File: src/hw/cldec_pkg.sv
// Purpose: Shared constants, types and decode functions of the branch and EEPROM slice
// Assumes: Instruction fetch supplies a fully decoded instruction word
// Notes: Lengths are in bytes, durations in clock cycles
package cldec_pkg;

  localparam int unsigned ACC_W = 24;
  localparam int unsigned PC_W = 10;
  localparam int unsigned ACC_NUM = 4;
  localparam int unsigned CNT_W = 3;

  // EEPROM layout: 16 configuration words of 3 bytes below user code
  localparam logic [PC_W-1:0] CFG_WORD_BYTES = 10'h003;
  localparam logic [PC_W-1:0] USER_CODE_BASE = 10'h030;
  localparam int unsigned REL_OFS_W = 8;

  // Instruction lengths in bytes
  localparam logic [PC_W-1:0] LEN_1 = 10'h001;
  localparam logic [PC_W-1:0] LEN_2 = 10'h002;
  localparam logic [PC_W-1:0] LEN_3 = 10'h003;
  localparam logic [PC_W-1:0] LEN_5 = 10'h005;

  // Instruction durations in cycles
  localparam logic [CNT_W-1:0] CYC_XNOR_ACC = 3'h3;
  localparam logic [CNT_W-1:0] CYC_XNOR_IMM = 3'h6;
  localparam logic [CNT_W-1:0] CYC_CFG_WR = 3'h3;
  localparam logic [CNT_W-1:0] CYC_EE_RD = 3'h6;
  localparam logic [CNT_W-1:0] CYC_FLAG = 3'h1;
  localparam logic [CNT_W-1:0] CYC_JMP_REL = 3'h3;
  localparam logic [CNT_W-1:0] CYC_JMP_ABS = 3'h4;
  localparam logic [CNT_W-1:0] CYC_ONE = 3'h1;

  typedef enum logic [3:0] {
    OP_XNOR = 4'h0,
    OP_CFG_WR = 4'h1,
    OP_EE_RD = 4'h2,
    OP_FLAG_TEST = 4'h3,
    OP_JUMP = 4'h4,
    OP_BRANCH_BIT_CLEAR = 4'h5,
    OP_BRANCH_BIT_SET = 4'h6,
    OP_BRANCH_CARRY_CLEAR = 4'h7,
    OP_BRANCH_CARRY_SET = 4'h8,
    OP_BRANCH_RESULT_ZERO = 4'h9,
    OP_BRANCH_RESULT_NONZERO = 4'hA,
    OP_BRANCH_RESULT_NEGATIVE = 4'hB,
    OP_BRANCH_RESULT_POSITIVE = 4'hC
  } cldec_op_e;

  typedef struct packed {
    cldec_op_e op;
    logic [1:0] dst_sel;
    logic [1:0] src_sel;
    logic use_imm;
    logic [ACC_W-1:0] imm;
    logic [4:0] bit_sel;
    logic abs_form;
    logic [PC_W-1:0] target;
    logic [3:0] cfg_idx;
  } cldec_instr_s;

  typedef enum logic [1:0] {
    ST_IDLE = 2'b01,
    ST_EXEC = 2'b10
  } cldec_state_e;

  function automatic logic [PC_W-1:0] instr_len(input cldec_instr_s ins);
    logic [PC_W-1:0] len;
    len = LEN_1;
    unique case (ins.op)
      OP_XNOR: len = ins.use_imm ? LEN_5 : LEN_2;
      OP_CFG_WR, OP_BRANCH_BIT_CLEAR, OP_BRANCH_BIT_SET: len = LEN_3;
      OP_EE_RD, OP_FLAG_TEST: len = LEN_1;
      default: len = ins.abs_form ? LEN_3 : LEN_2;
    endcase
    return len;
  endfunction

  function automatic logic [CNT_W-1:0] instr_cycles(input cldec_instr_s ins);
    logic [CNT_W-1:0] cyc;
    cyc = CYC_ONE;
    unique case (ins.op)
      OP_XNOR: cyc = ins.use_imm ? CYC_XNOR_IMM : CYC_XNOR_ACC;
      OP_CFG_WR: cyc = CYC_CFG_WR;
      OP_EE_RD: cyc = CYC_EE_RD;
      OP_FLAG_TEST: cyc = CYC_FLAG;
      OP_BRANCH_BIT_CLEAR, OP_BRANCH_BIT_SET: cyc = CYC_JMP_ABS;
      default: cyc = ins.abs_form ? CYC_JMP_ABS : CYC_JMP_REL;
    endcase
    return cyc;
  endfunction

endpackage

File: src/hw/cldec_eval.sv
// Purpose: Combinational XNOR result and branch condition of the latched instruction
// Assumes: Operands and flags are stable while the instruction executes
// Notes: Pure logic, no state
`timescale 1ns/100ps
module cldec_eval #(
  parameter int unsigned W = cldec_pkg::ACC_W
) (
  // Instruction and operands
  input wire cldec_pkg::cldec_instr_s instr_i,
  input wire logic [W-1:0] dst_val_i,
  input wire logic [W-1:0] src_val_i,
  // Flags
  input wire logic sign_i,
  input wire logic nonzero_i,
  input wire logic carry_i,
  // Results
  output logic [W-1:0] xnor_o,
  output logic taken_o
);

  logic [W-1:0] operand;

  always_comb begin
    operand = instr_i.use_imm ? instr_i.imm[W-1:0] : src_val_i; // see [RQ1]
    xnor_o = ~(dst_val_i ^ operand); // see [RQ2]
    taken_o = 1'b0;
    unique case (instr_i.op)
      cldec_pkg::OP_JUMP: taken_o = 1'b1; // see [RQ9]
      cldec_pkg::OP_BRANCH_BIT_CLEAR: taken_o = ~dst_val_i[instr_i.bit_sel]; // see [RQ10]
      cldec_pkg::OP_BRANCH_BIT_SET: taken_o = dst_val_i[instr_i.bit_sel]; // see [RQ11]
      cldec_pkg::OP_BRANCH_CARRY_CLEAR: taken_o = ~carry_i; // see [RQ12]
      cldec_pkg::OP_BRANCH_CARRY_SET: taken_o = carry_i; // see [RQ12]
      cldec_pkg::OP_BRANCH_RESULT_ZERO: taken_o = ~nonzero_i; // see [RQ13]
      cldec_pkg::OP_BRANCH_RESULT_NONZERO: taken_o = nonzero_i; // see [RQ14]
      cldec_pkg::OP_BRANCH_RESULT_NEGATIVE: taken_o = sign_i; // see [RQ15]
      cldec_pkg::OP_BRANCH_RESULT_POSITIVE: taken_o = ~sign_i; // see [RQ16]
      default: taken_o = 1'b0;
    endcase
  end

endmodule

File: src/hw/cldec_core.sv
// Purpose: Execute slice for XNOR, config write, EEPROM read, flag test and jumps
// Assumes: Same-clock decoded instructions; EEPROM data valid at the final read cycle
// Notes: One instruction at a time; a new one may be taken on the completing edge
// Function
// [RQ1] Four 24-bit working registers, each usable as first or second operand.
// [RQ2] XNOR replaces first register with bitwise equivalence; sign and nonzero updated.
// [RQ3] XNOR: 2 bytes 3 cycles register form, 5 bytes 6 cycles immediate.
// [RQ4] Config write stores 24-bit immediate to EEPROM config word, flags untouched.
// [RQ5] Config occupies bytes 0 to 47 as sixteen words; code starts at 48.
// [RQ6] EEPROM read loads register from pointer address, sets flags, 1 byte 6 cycles.
// [RQ7] EEPROM read holds one program-counter stack entry until it completes.
// [RQ8] Flag test sets sign and nonzero from register, unchanged, 1 byte 1 cycle.
// [RQ9] Jump loads target; relative 2 bytes 3 cycles, absolute 3 bytes 4 cycles.
// [RQ10] Bit-clear branch taken when chosen bit 0..23 is zero; 3 bytes 4 cycles.
// [RQ11] Bit-set branch taken when chosen bit is one; same format.
// [RQ12] Carry branches taken on carry clear or set; relative and absolute forms.
// [RQ13] Zero branch taken when nonzero flag is clear.
// [RQ14] Nonzero branch taken when nonzero flag is set.
// [RQ15] Negative branch taken when sign flag is set.
// [RQ16] Positive branch taken when sign flag is clear.
// [RQ17] Untaken branch continues at the instruction after the jump.
`timescale 1ns/100ps
module cldec_core #(
  parameter int unsigned W = cldec_pkg::ACC_W,
  parameter int unsigned PW = cldec_pkg::PC_W
) (
  // Clock and reset
  input wire logic ref_clk_i,
  input wire logic reset_i,
  // Instruction issue
  input wire logic issue_valid_i,
  input wire cldec_pkg::cldec_instr_s issue_instr_i,
  output logic ready_o,
  output logic done_o,
  output logic branch_taken_o,
  // Processor state
  input wire logic carry_i,
  input wire logic [PW-1:0] ram_addr_i,
  output logic [cldec_pkg::ACC_NUM-1:0][W-1:0] working_register_o,
  output logic sign_o,
  output logic nonzero_o,
  output logic [PW-1:0] pc_o,
  output logic stack_hold_o,
  // EEPROM port
  output logic ee_rd_o,
  output logic ee_wr_o,
  output logic [PW-1:0] ee_addr_o,
  output logic [W-1:0] ee_wdata_o,
  input wire logic [W-1:0] ee_rdata_i
);

  cldec_pkg::cldec_state_e state_r, state_nxt;
  cldec_pkg::cldec_instr_s instr_r, instr_nxt;
  logic [cldec_pkg::CNT_W-1:0] cnt_r, cnt_nxt;
  logic [cldec_pkg::ACC_NUM-1:0][W-1:0] acc_r, acc_nxt;
  logic sign_r, sign_nxt, nz_r, nz_nxt;
  logic [PW-1:0] pc_r, pc_nxt;
  logic ready_r, ready_nxt, done_r, done_nxt, taken_r, taken_nxt;
  logic hold_r, hold_nxt, rd_r, rd_nxt, wr_r, wr_nxt;
  logic [PW-1:0] addr_r, addr_nxt;
  logic [W-1:0] wdata_r, wdata_nxt;
  logic [W-1:0] xnor_res;
  logic cond_taken;
  logic accept, finish;
  logic [PW-1:0] seq_pc, rel_pc;

  // Sign is the top bit, nonzero is any bit set
  function automatic logic [1:0] flags_of(input logic [W-1:0] v);
    return {v[W-1], |v};
  endfunction

  cldec_eval #(
    .W(W)
  ) u_eval (
    .instr_i(instr_r),
    .dst_val_i(acc_r[instr_r.dst_sel]),
    .src_val_i(acc_r[instr_r.src_sel]),
    .sign_i(sign_r),
    .nonzero_i(nz_r),
    .carry_i(carry_i),
    .xnor_o(xnor_res),
    .taken_o(cond_taken)
  );

  assign accept = issue_valid_i && ready_r;
  assign finish = (state_r == cldec_pkg::ST_EXEC) && (cnt_r == cldec_pkg::CYC_ONE);
  assign seq_pc = pc_r + cldec_pkg::instr_len(instr_r);
  // Relative offset is a signed byte from the following instruction
  assign rel_pc = seq_pc + {{(PW-cldec_pkg::REL_OFS_W){instr_r.target[cldec_pkg::REL_OFS_W-1]}},
                            instr_r.target[cldec_pkg::REL_OFS_W-1:0]};

  always_comb begin
    state_nxt = state_r;
    instr_nxt = instr_r;
    cnt_nxt = cnt_r;
    acc_nxt = acc_r;
    sign_nxt = sign_r;
    nz_nxt = nz_r;
    pc_nxt = pc_r;
    done_nxt = 1'b0;
    taken_nxt = taken_r;
    hold_nxt = hold_r;
    rd_nxt = 1'b0;
    wr_nxt = 1'b0;
    addr_nxt = addr_r;
    wdata_nxt = wdata_r;
    if (state_r == cldec_pkg::ST_EXEC) begin
      cnt_nxt = cnt_r - cldec_pkg::CYC_ONE;
    end
    if (finish) begin
      done_nxt = 1'b1;
      taken_nxt = 1'b0;
      state_nxt = cldec_pkg::ST_IDLE;
      pc_nxt = seq_pc; // see [RQ17]
      unique case (instr_r.op)
        cldec_pkg::OP_XNOR: begin
          acc_nxt[instr_r.dst_sel] = xnor_res; // see [RQ2]
          {sign_nxt, nz_nxt} = flags_of(xnor_res);
        end
        cldec_pkg::OP_EE_RD: begin
          acc_nxt[instr_r.dst_sel] = ee_rdata_i; // see [RQ6]
          {sign_nxt, nz_nxt} = flags_of(ee_rdata_i);
          hold_nxt = 1'b0; // see [RQ7]
        end
        cldec_pkg::OP_FLAG_TEST: begin
          {sign_nxt, nz_nxt} = flags_of(acc_r[instr_r.dst_sel]); // see [RQ8]
        end
        cldec_pkg::OP_CFG_WR: begin
          pc_nxt = seq_pc; // see [RQ4]
        end
        default: begin
          if (cond_taken) begin
            taken_nxt = 1'b1;
            pc_nxt = (instr_r.abs_form || instr_r.op == cldec_pkg::OP_BRANCH_BIT_CLEAR ||
                      instr_r.op == cldec_pkg::OP_BRANCH_BIT_SET) ? instr_r.target :
                     rel_pc; // see [RQ9]
          end
        end
      endcase
    end
    if (accept) begin
      state_nxt = cldec_pkg::ST_EXEC;
      instr_nxt = issue_instr_i;
      cnt_nxt = cldec_pkg::instr_cycles(issue_instr_i); // see [RQ3]
      if (issue_instr_i.op == cldec_pkg::OP_EE_RD) begin
        rd_nxt = 1'b1;
        hold_nxt = 1'b1; // see [RQ7]
        addr_nxt = ram_addr_i; // see [RQ6]
      end
      if (issue_instr_i.op == cldec_pkg::OP_CFG_WR) begin
        wr_nxt = 1'b1;
        // Index is 4 bits, so the address never reaches user code
        addr_nxt = PW'(issue_instr_i.cfg_idx) * cldec_pkg::CFG_WORD_BYTES; // see [RQ5]
        wdata_nxt = issue_instr_i.imm[W-1:0]; // see [RQ4]
      end
    end
    ready_nxt = (state_nxt == cldec_pkg::ST_IDLE) || (cnt_nxt == cldec_pkg::CYC_ONE);
  end

  always_ff @(posedge ref_clk_i or posedge reset_i) begin
    if (reset_i) begin
      state_r <= cldec_pkg::ST_IDLE;
      instr_r <= '0;
      cnt_r <= '0;
      acc_r <= '0;
      sign_r <= 1'b0;
      nz_r <= 1'b0;
      pc_r <= cldec_pkg::USER_CODE_BASE;
      ready_r <= 1'b0;
      done_r <= 1'b0;
      taken_r <= 1'b0;
      hold_r <= 1'b0;
      rd_r <= 1'b0;
      wr_r <= 1'b0;
      addr_r <= '0;
      wdata_r <= '0;
    end else begin
      state_r <= state_nxt;
      instr_r <= instr_nxt;
      cnt_r <= cnt_nxt;
      acc_r <= acc_nxt;
      sign_r <= sign_nxt;
      nz_r <= nz_nxt;
      pc_r <= pc_nxt;
      ready_r <= ready_nxt;
      done_r <= done_nxt;
      taken_r <= taken_nxt;
      hold_r <= hold_nxt;
      rd_r <= rd_nxt;
      wr_r <= wr_nxt;
      addr_r <= addr_nxt;
      wdata_r <= wdata_nxt;
    end
  end

  assign ready_o = ready_r;
  assign done_o = done_r;
  assign branch_taken_o = taken_r;
  assign working_register_o = acc_r;
  assign sign_o = sign_r;
  assign nonzero_o = nz_r;
  assign pc_o = pc_r;
  assign stack_hold_o = hold_r;
  assign ee_rd_o = rd_r;
  assign ee_wr_o = wr_r;
  assign ee_addr_o = addr_r;
  assign ee_wdata_o = wdata_r;

  // Done trails the completing edge by a cycle; the cycle after accept may hold an older done
  a_flag_timing: assert property (@(posedge ref_clk_i) disable iff (reset_i) // see [RQ8]
    accept && issue_instr_i.op == cldec_pkg::OP_FLAG_TEST |=> ##1 done_r)
    else $error("flag test did not finish in one cycle");

  a_xnor_acc_time: assert property (@(posedge ref_clk_i) disable iff (reset_i) // see [RQ3]
    accept && issue_instr_i.op == cldec_pkg::OP_XNOR && !issue_instr_i.use_imm
    |=> ##1 !done_r [*2] ##1 done_r)
    else $error("register xnor not three cycles");

  a_xnor_imm_time: assert property (@(posedge ref_clk_i) disable iff (reset_i) // see [RQ3]
    accept && issue_instr_i.op == cldec_pkg::OP_XNOR && issue_instr_i.use_imm
    |=> ##1 !done_r [*5] ##1 done_r)
    else $error("immediate xnor not six cycles");

  // A back-to-back accept replaces instr_r on the completing edge, so look one cycle back
  a_xnor_value: assert property (@(posedge ref_clk_i) disable iff (reset_i) // see [RQ2]
    done_r && $past(instr_r.op) == cldec_pkg::OP_XNOR |->
    acc_r[$past(instr_r.dst_sel)] == ~($past(acc_r[instr_r.dst_sel]) ^
      ($past(instr_r.use_imm) ? $past(instr_r.imm) : $past(acc_r[instr_r.src_sel]))))
    else $error("xnor result wrong");

  a_stack_hold: assert property (@(posedge ref_clk_i) disable iff (reset_i) // see [RQ7]
    accept && issue_instr_i.op == cldec_pkg::OP_EE_RD
    |=> stack_hold_o [*6] ##1 (!stack_hold_o || ee_rd_o))
    else $error("stack entry not held for the read");

  a_read_load: assert property (@(posedge ref_clk_i) disable iff (reset_i) // see [RQ6]
    done_r && $past(instr_r.op) == cldec_pkg::OP_EE_RD |->
    acc_r[$past(instr_r.dst_sel)] == $past(ee_rdata_i) && nz_r == (|$past(ee_rdata_i)))
    else $error("eeprom read not loaded");

  a_cfg_addr: assert property (@(posedge ref_clk_i) disable iff (reset_i) // see [RQ5]
    ee_wr_o |-> ee_addr_o < cldec_pkg::USER_CODE_BASE &&
    ee_addr_o == PW'(instr_r.cfg_idx) * cldec_pkg::CFG_WORD_BYTES)
    else $error("config write outside config area");

  a_cfg_flags: assert property (@(posedge ref_clk_i) disable iff (reset_i) // see [RQ4]
    done_r && $past(instr_r.op) == cldec_pkg::OP_CFG_WR |->
    $stable(sign_r) && $stable(nz_r))
    else $error("config write changed flags");

  a_fall_through: assert property (@(posedge ref_clk_i) disable iff (reset_i) // see [RQ17]
    done_r && !taken_r |-> pc_r == $past(pc_r) + cldec_pkg::instr_len($past(instr_r)))
    else $error("untaken path did not advance pc");

  a_bit_branch: assert property (@(posedge ref_clk_i) disable iff (reset_i) // see [RQ10]
    done_r && $past(instr_r.op) == cldec_pkg::OP_BRANCH_BIT_CLEAR |->
    taken_r == !$past(acc_r[instr_r.dst_sel][instr_r.bit_sel]) &&
    (!taken_r || pc_r == $past(instr_r.target)))
    else $error("bit clear branch wrong");

  a_zero_branch: assert property (@(posedge ref_clk_i) disable iff (reset_i) // see [RQ13]
    done_r && $past(instr_r.op) == cldec_pkg::OP_BRANCH_RESULT_ZERO |->
    taken_r == !$past(nz_r))
    else $error("zero branch wrong");

  a_jump_abs_time: assert property (@(posedge ref_clk_i) disable iff (reset_i) // see [RQ9]
    accept && issue_instr_i.op == cldec_pkg::OP_JUMP && issue_instr_i.abs_form
    |-> ##5 done_r && taken_r && pc_r == $past(issue_instr_i.target, 5))
    else $error("absolute jump wrong");

endmodule

File: config.mk
export PLATFORM = sky130hd
export DESIGN_NAME = cldec_core
export DESIGN_NICKNAME = d
export VERILOG_FILES = /design/src/hw/cldec_pkg.sv /design/src/hw/cldec_eval.sv /design/src/hw/cldec_core.sv
export SDC_FILE = /design/constraint.sdc
export NUM_CORES = 1
export LEC_CHECK = 0
export BUFFER_PORTS_ARGS = -buffer_cell sky130_fd_sc_hd__buf_2
export CORE_MARGIN = 8
export CORE_UTILIZATION = 50
export DETAILED_ROUTE_END_ITERATION = 6
export PLACE_DENSITY = 0.73
export SETUP_SLACK_MARGIN = 0.4
export SLEW_MARGIN = 20
export SYNTH_ARGS = -nofsm -noshare
export SYNTH_HDL_FRONTEND = slang
export SYNTH_SLANG_ARGS = --single-unit
File: constraint.sdc
create_clock -name ref_clk_i -period 7 [get_ports ref_clk_i]
set_input_delay 1.4 -clock ref_clk_i [delete_from_list [all_inputs] [get_ports ref_clk_i]]
set_output_delay 1.4 -clock ref_clk_i [all_outputs]
set_load 0.1 [all_outputs]
==> summary.txt <==
fin crit share - 58.28%
CP max stage cell - dfrtp_2
commonest cells in the netlist - dfrtp_1 (199), nand2_1 (186), mux2_2 (100)
largest net degree at the start of global routing - 74
Crit. path cell count - 9
FILL cells - 1,837
most numerous cell in the Yosys netlist - dfrtp_1
outcome - finished clean
worst-path maximum fanout - 29
leading post-synthesis cells by cell area - dfrtp_1 (45%), mux2_2 (10%), mux4_2 (9.5%), nand2_1 (6.3%), o21ai_0 (4.3%)
CP arrival - 4470 ps
Post-layout nets - 1,363
clock tree buffer depth - 3
Util after Layout - 61.03%
synthesized area - 11,160 µm²
Pre-Repair DR Iteration Count - 7
Seq/Total Area, Yosys - 45.32%
post-synth net total - 1,149
die footprint - 27,360 µm²
first-pass GRT wire length - 51.63 mm
Post-Syn Area per Cell - 10.77 µm²
final hold vios - 0
slew at the pin with the worst max-slew slack - 976.9 ps
io pins - 239
critical path class - flop to flop
vias in the first global route - 9,318
synthesis-to-layout area growth - 19.68%
Max Slew Vio Count - 0
Routed WL - 32.85 mm
grt peak-use layer - met2
ys flop type - dfrtp_1
Tmin final - 4080 ps
endpoints failing setup - 0
max incr delay on CP - 960 ps
CTS tree - yes
die height - 165.4 µm
Sink Count - 202
Setup WS pre-CTS - 2919 ps
Die W - 165.4 µm
CTS Buf Count - 23
hold depth - 2
Slew HR - 34.68%
Critical Path RT - 7390 ps
max-cap viol count - 0
initial core utilization - 50.99%
Gate Count Post-Synth - 1,036
RSZ-0062 raised after global routing - false
number of flops mapped to enable cells by yosys - 0
Remaining DRCs - 0
Core ar. - 21,890 µm²
met2 Usage GRT - 38.52%
antenna violations before repair - 1
Routed WL per cell - 21.28 µm
worst min-delay path class - flop to flop
Crit. End Element - flop
Reg2Reg Depth - 9
gr ovfl total - 0
insertion delay to the later sink of the worst-skew pair - 510 ps
worst path buffer plus inverter count - 0
post-cts sizing count - 0
Achievable Freq - 0.2451 GHz
worst clock skew - 9.930 ps
ys async rst share - 100.0%
layout cells sized above 1 - 35.76%
fin worst setup slack - 2920 ps
initial detailed-routing violation count - 791
clock tree root driver cell - clkbuf_16
antenna diode count - 0
Yosys reg bits - 202
post-synth top area cell - dfrtp_1
Post-CTS Setup Inserts - 0
crit-path cells - mux4_1, mux4_2, o2111ai_1, a21o_1, o21ai_1, mux2i_1, o21ai_2, nor3_1, a221o_1
routability cong. - 0.8843
DR vias/cell - 5.834
CTS H-tree depth - 1
critical path's top delay family - compound AO/OA/AOI/OAI gates
library cells used by synthesis - 56
GR Layer Usage met3 - 5.602%
crit start category - flop
Tot GR Track Use - 23.94%
Antenna Violating Nets Remaining - 0
num rows - 54
clock transition at the registers of the reported paths - 60 ps
setup tns final - 0 ps
Synth top area share - 44.61%
met1 usage in global routing - 31.79%
vias - 9,008
# port buffers - 238
hold_buf cts - 0
post-DP HPWL - 23.67 mm
Yosys warning count - 0
layer usage:
layer  wire (µm)  vias to the layer above
li1            -                     4147
met1       13460                     4404
met5          13                        -
met3        2888                       69
met4        1031                        2
met2       15460                      386
path summary, 6_finish.rpt:
path / start / to / slack, ps
worst max register to register: instr_r[47] / pc_o[1] / 2920
max in group asynchronous: reset_i / instr_r[47] / 4880
min in group asynchronous: reset_i / working_register_o[28] / 900
worst max-delay path: instr_r[47] / pc_o[1] / 2920
worst min-delay path: ee_wdata_o[21] / ee_wdata_o[21] / 460
worst min register to register: ee_wdata_o[21] / ee_wdata_o[21] / 460
layout make-up:
cell class	count	area [µm²]	area share (%)
multi-input cells	747	5772	43.20
flip-flops and latches	202	5060	37.88
repair buffers	255	1319	9.872
clock buffers	35	700.7	5.245
well taps	280	350.3	2.622
inverters	21	82.58	0.6181
clock inverters	4	75.07	0.5620
worst reg2reg max path: stages (launching register included):
cell       delay, ps
dfrtp_2          960
mux4_1           740
mux4_2           500
o2111ai_1        210
a21o_1           110
o21ai_1          110
mux2i_1          150
o21ai_2          760
nor3_1           120
a221o_1          290
cells in the final DEF (no fill, tap or decap), drive strengths merged, types with 6 or more instances in the layout:
master and count:
buf 255, dfrtp 199, nand2 186, mux2 100
o21ai 97, mux4 48, mux2i 41, xnor2 41
clkbuf 35, nor2 34, a21oi 26, o21a 26
ha 19, inv 18, nand3 15, nor4 14
nor3 13, a31oi 11, nand4 9, o22ai 6
a21o 6
kinds of logic after synthesis:
kind of cell | count (synthesis) | synth area share (%)
AOI/OAI and AO/OA | 193 | 10.22
xor gates and xnor gates | 45 | 3.531
adders and majority gates | 22 | 2.668
buffers and inverters | 87 | 3.161
DFF | 202 | 45.32
muxes | 189 | 23.48
and+or+nand+nor | 298 | 11.61
stage by stage:
step	cells	area [µm²]	hold slack, ps
floorplan	1036	11170	459.4
global placement	1505	12580	453.0
detailed placement	1505	12580	457.0
CTS	1544	13360	471.2
global route	1544	13360	495.3
finish	1544	13360	464.4
registers in the layout (all words and copies together) (netlist names):
| register | count |
|---|---|
| ee_wdata_o | 24 |
| working_register_o | 96 |
| cnt_r | 3 |
| nonzero_o | 1 |
| ee_rd_o | 1 |
| ee_addr_o | 10 |
| stack_hold_o | 1 |
| ready_o | 1 |
| pc_o | 10 |
| instr_r | 49 |
| state_r | 2 |
| branch_taken_o | 1 |
| sign_o | 1 |
| done_o | 1 |
| ee_wr_o | 1 |
Power is not shown: default switching activity piles up to over one toggle a cycle in this logic, so the estimate is an artifact.
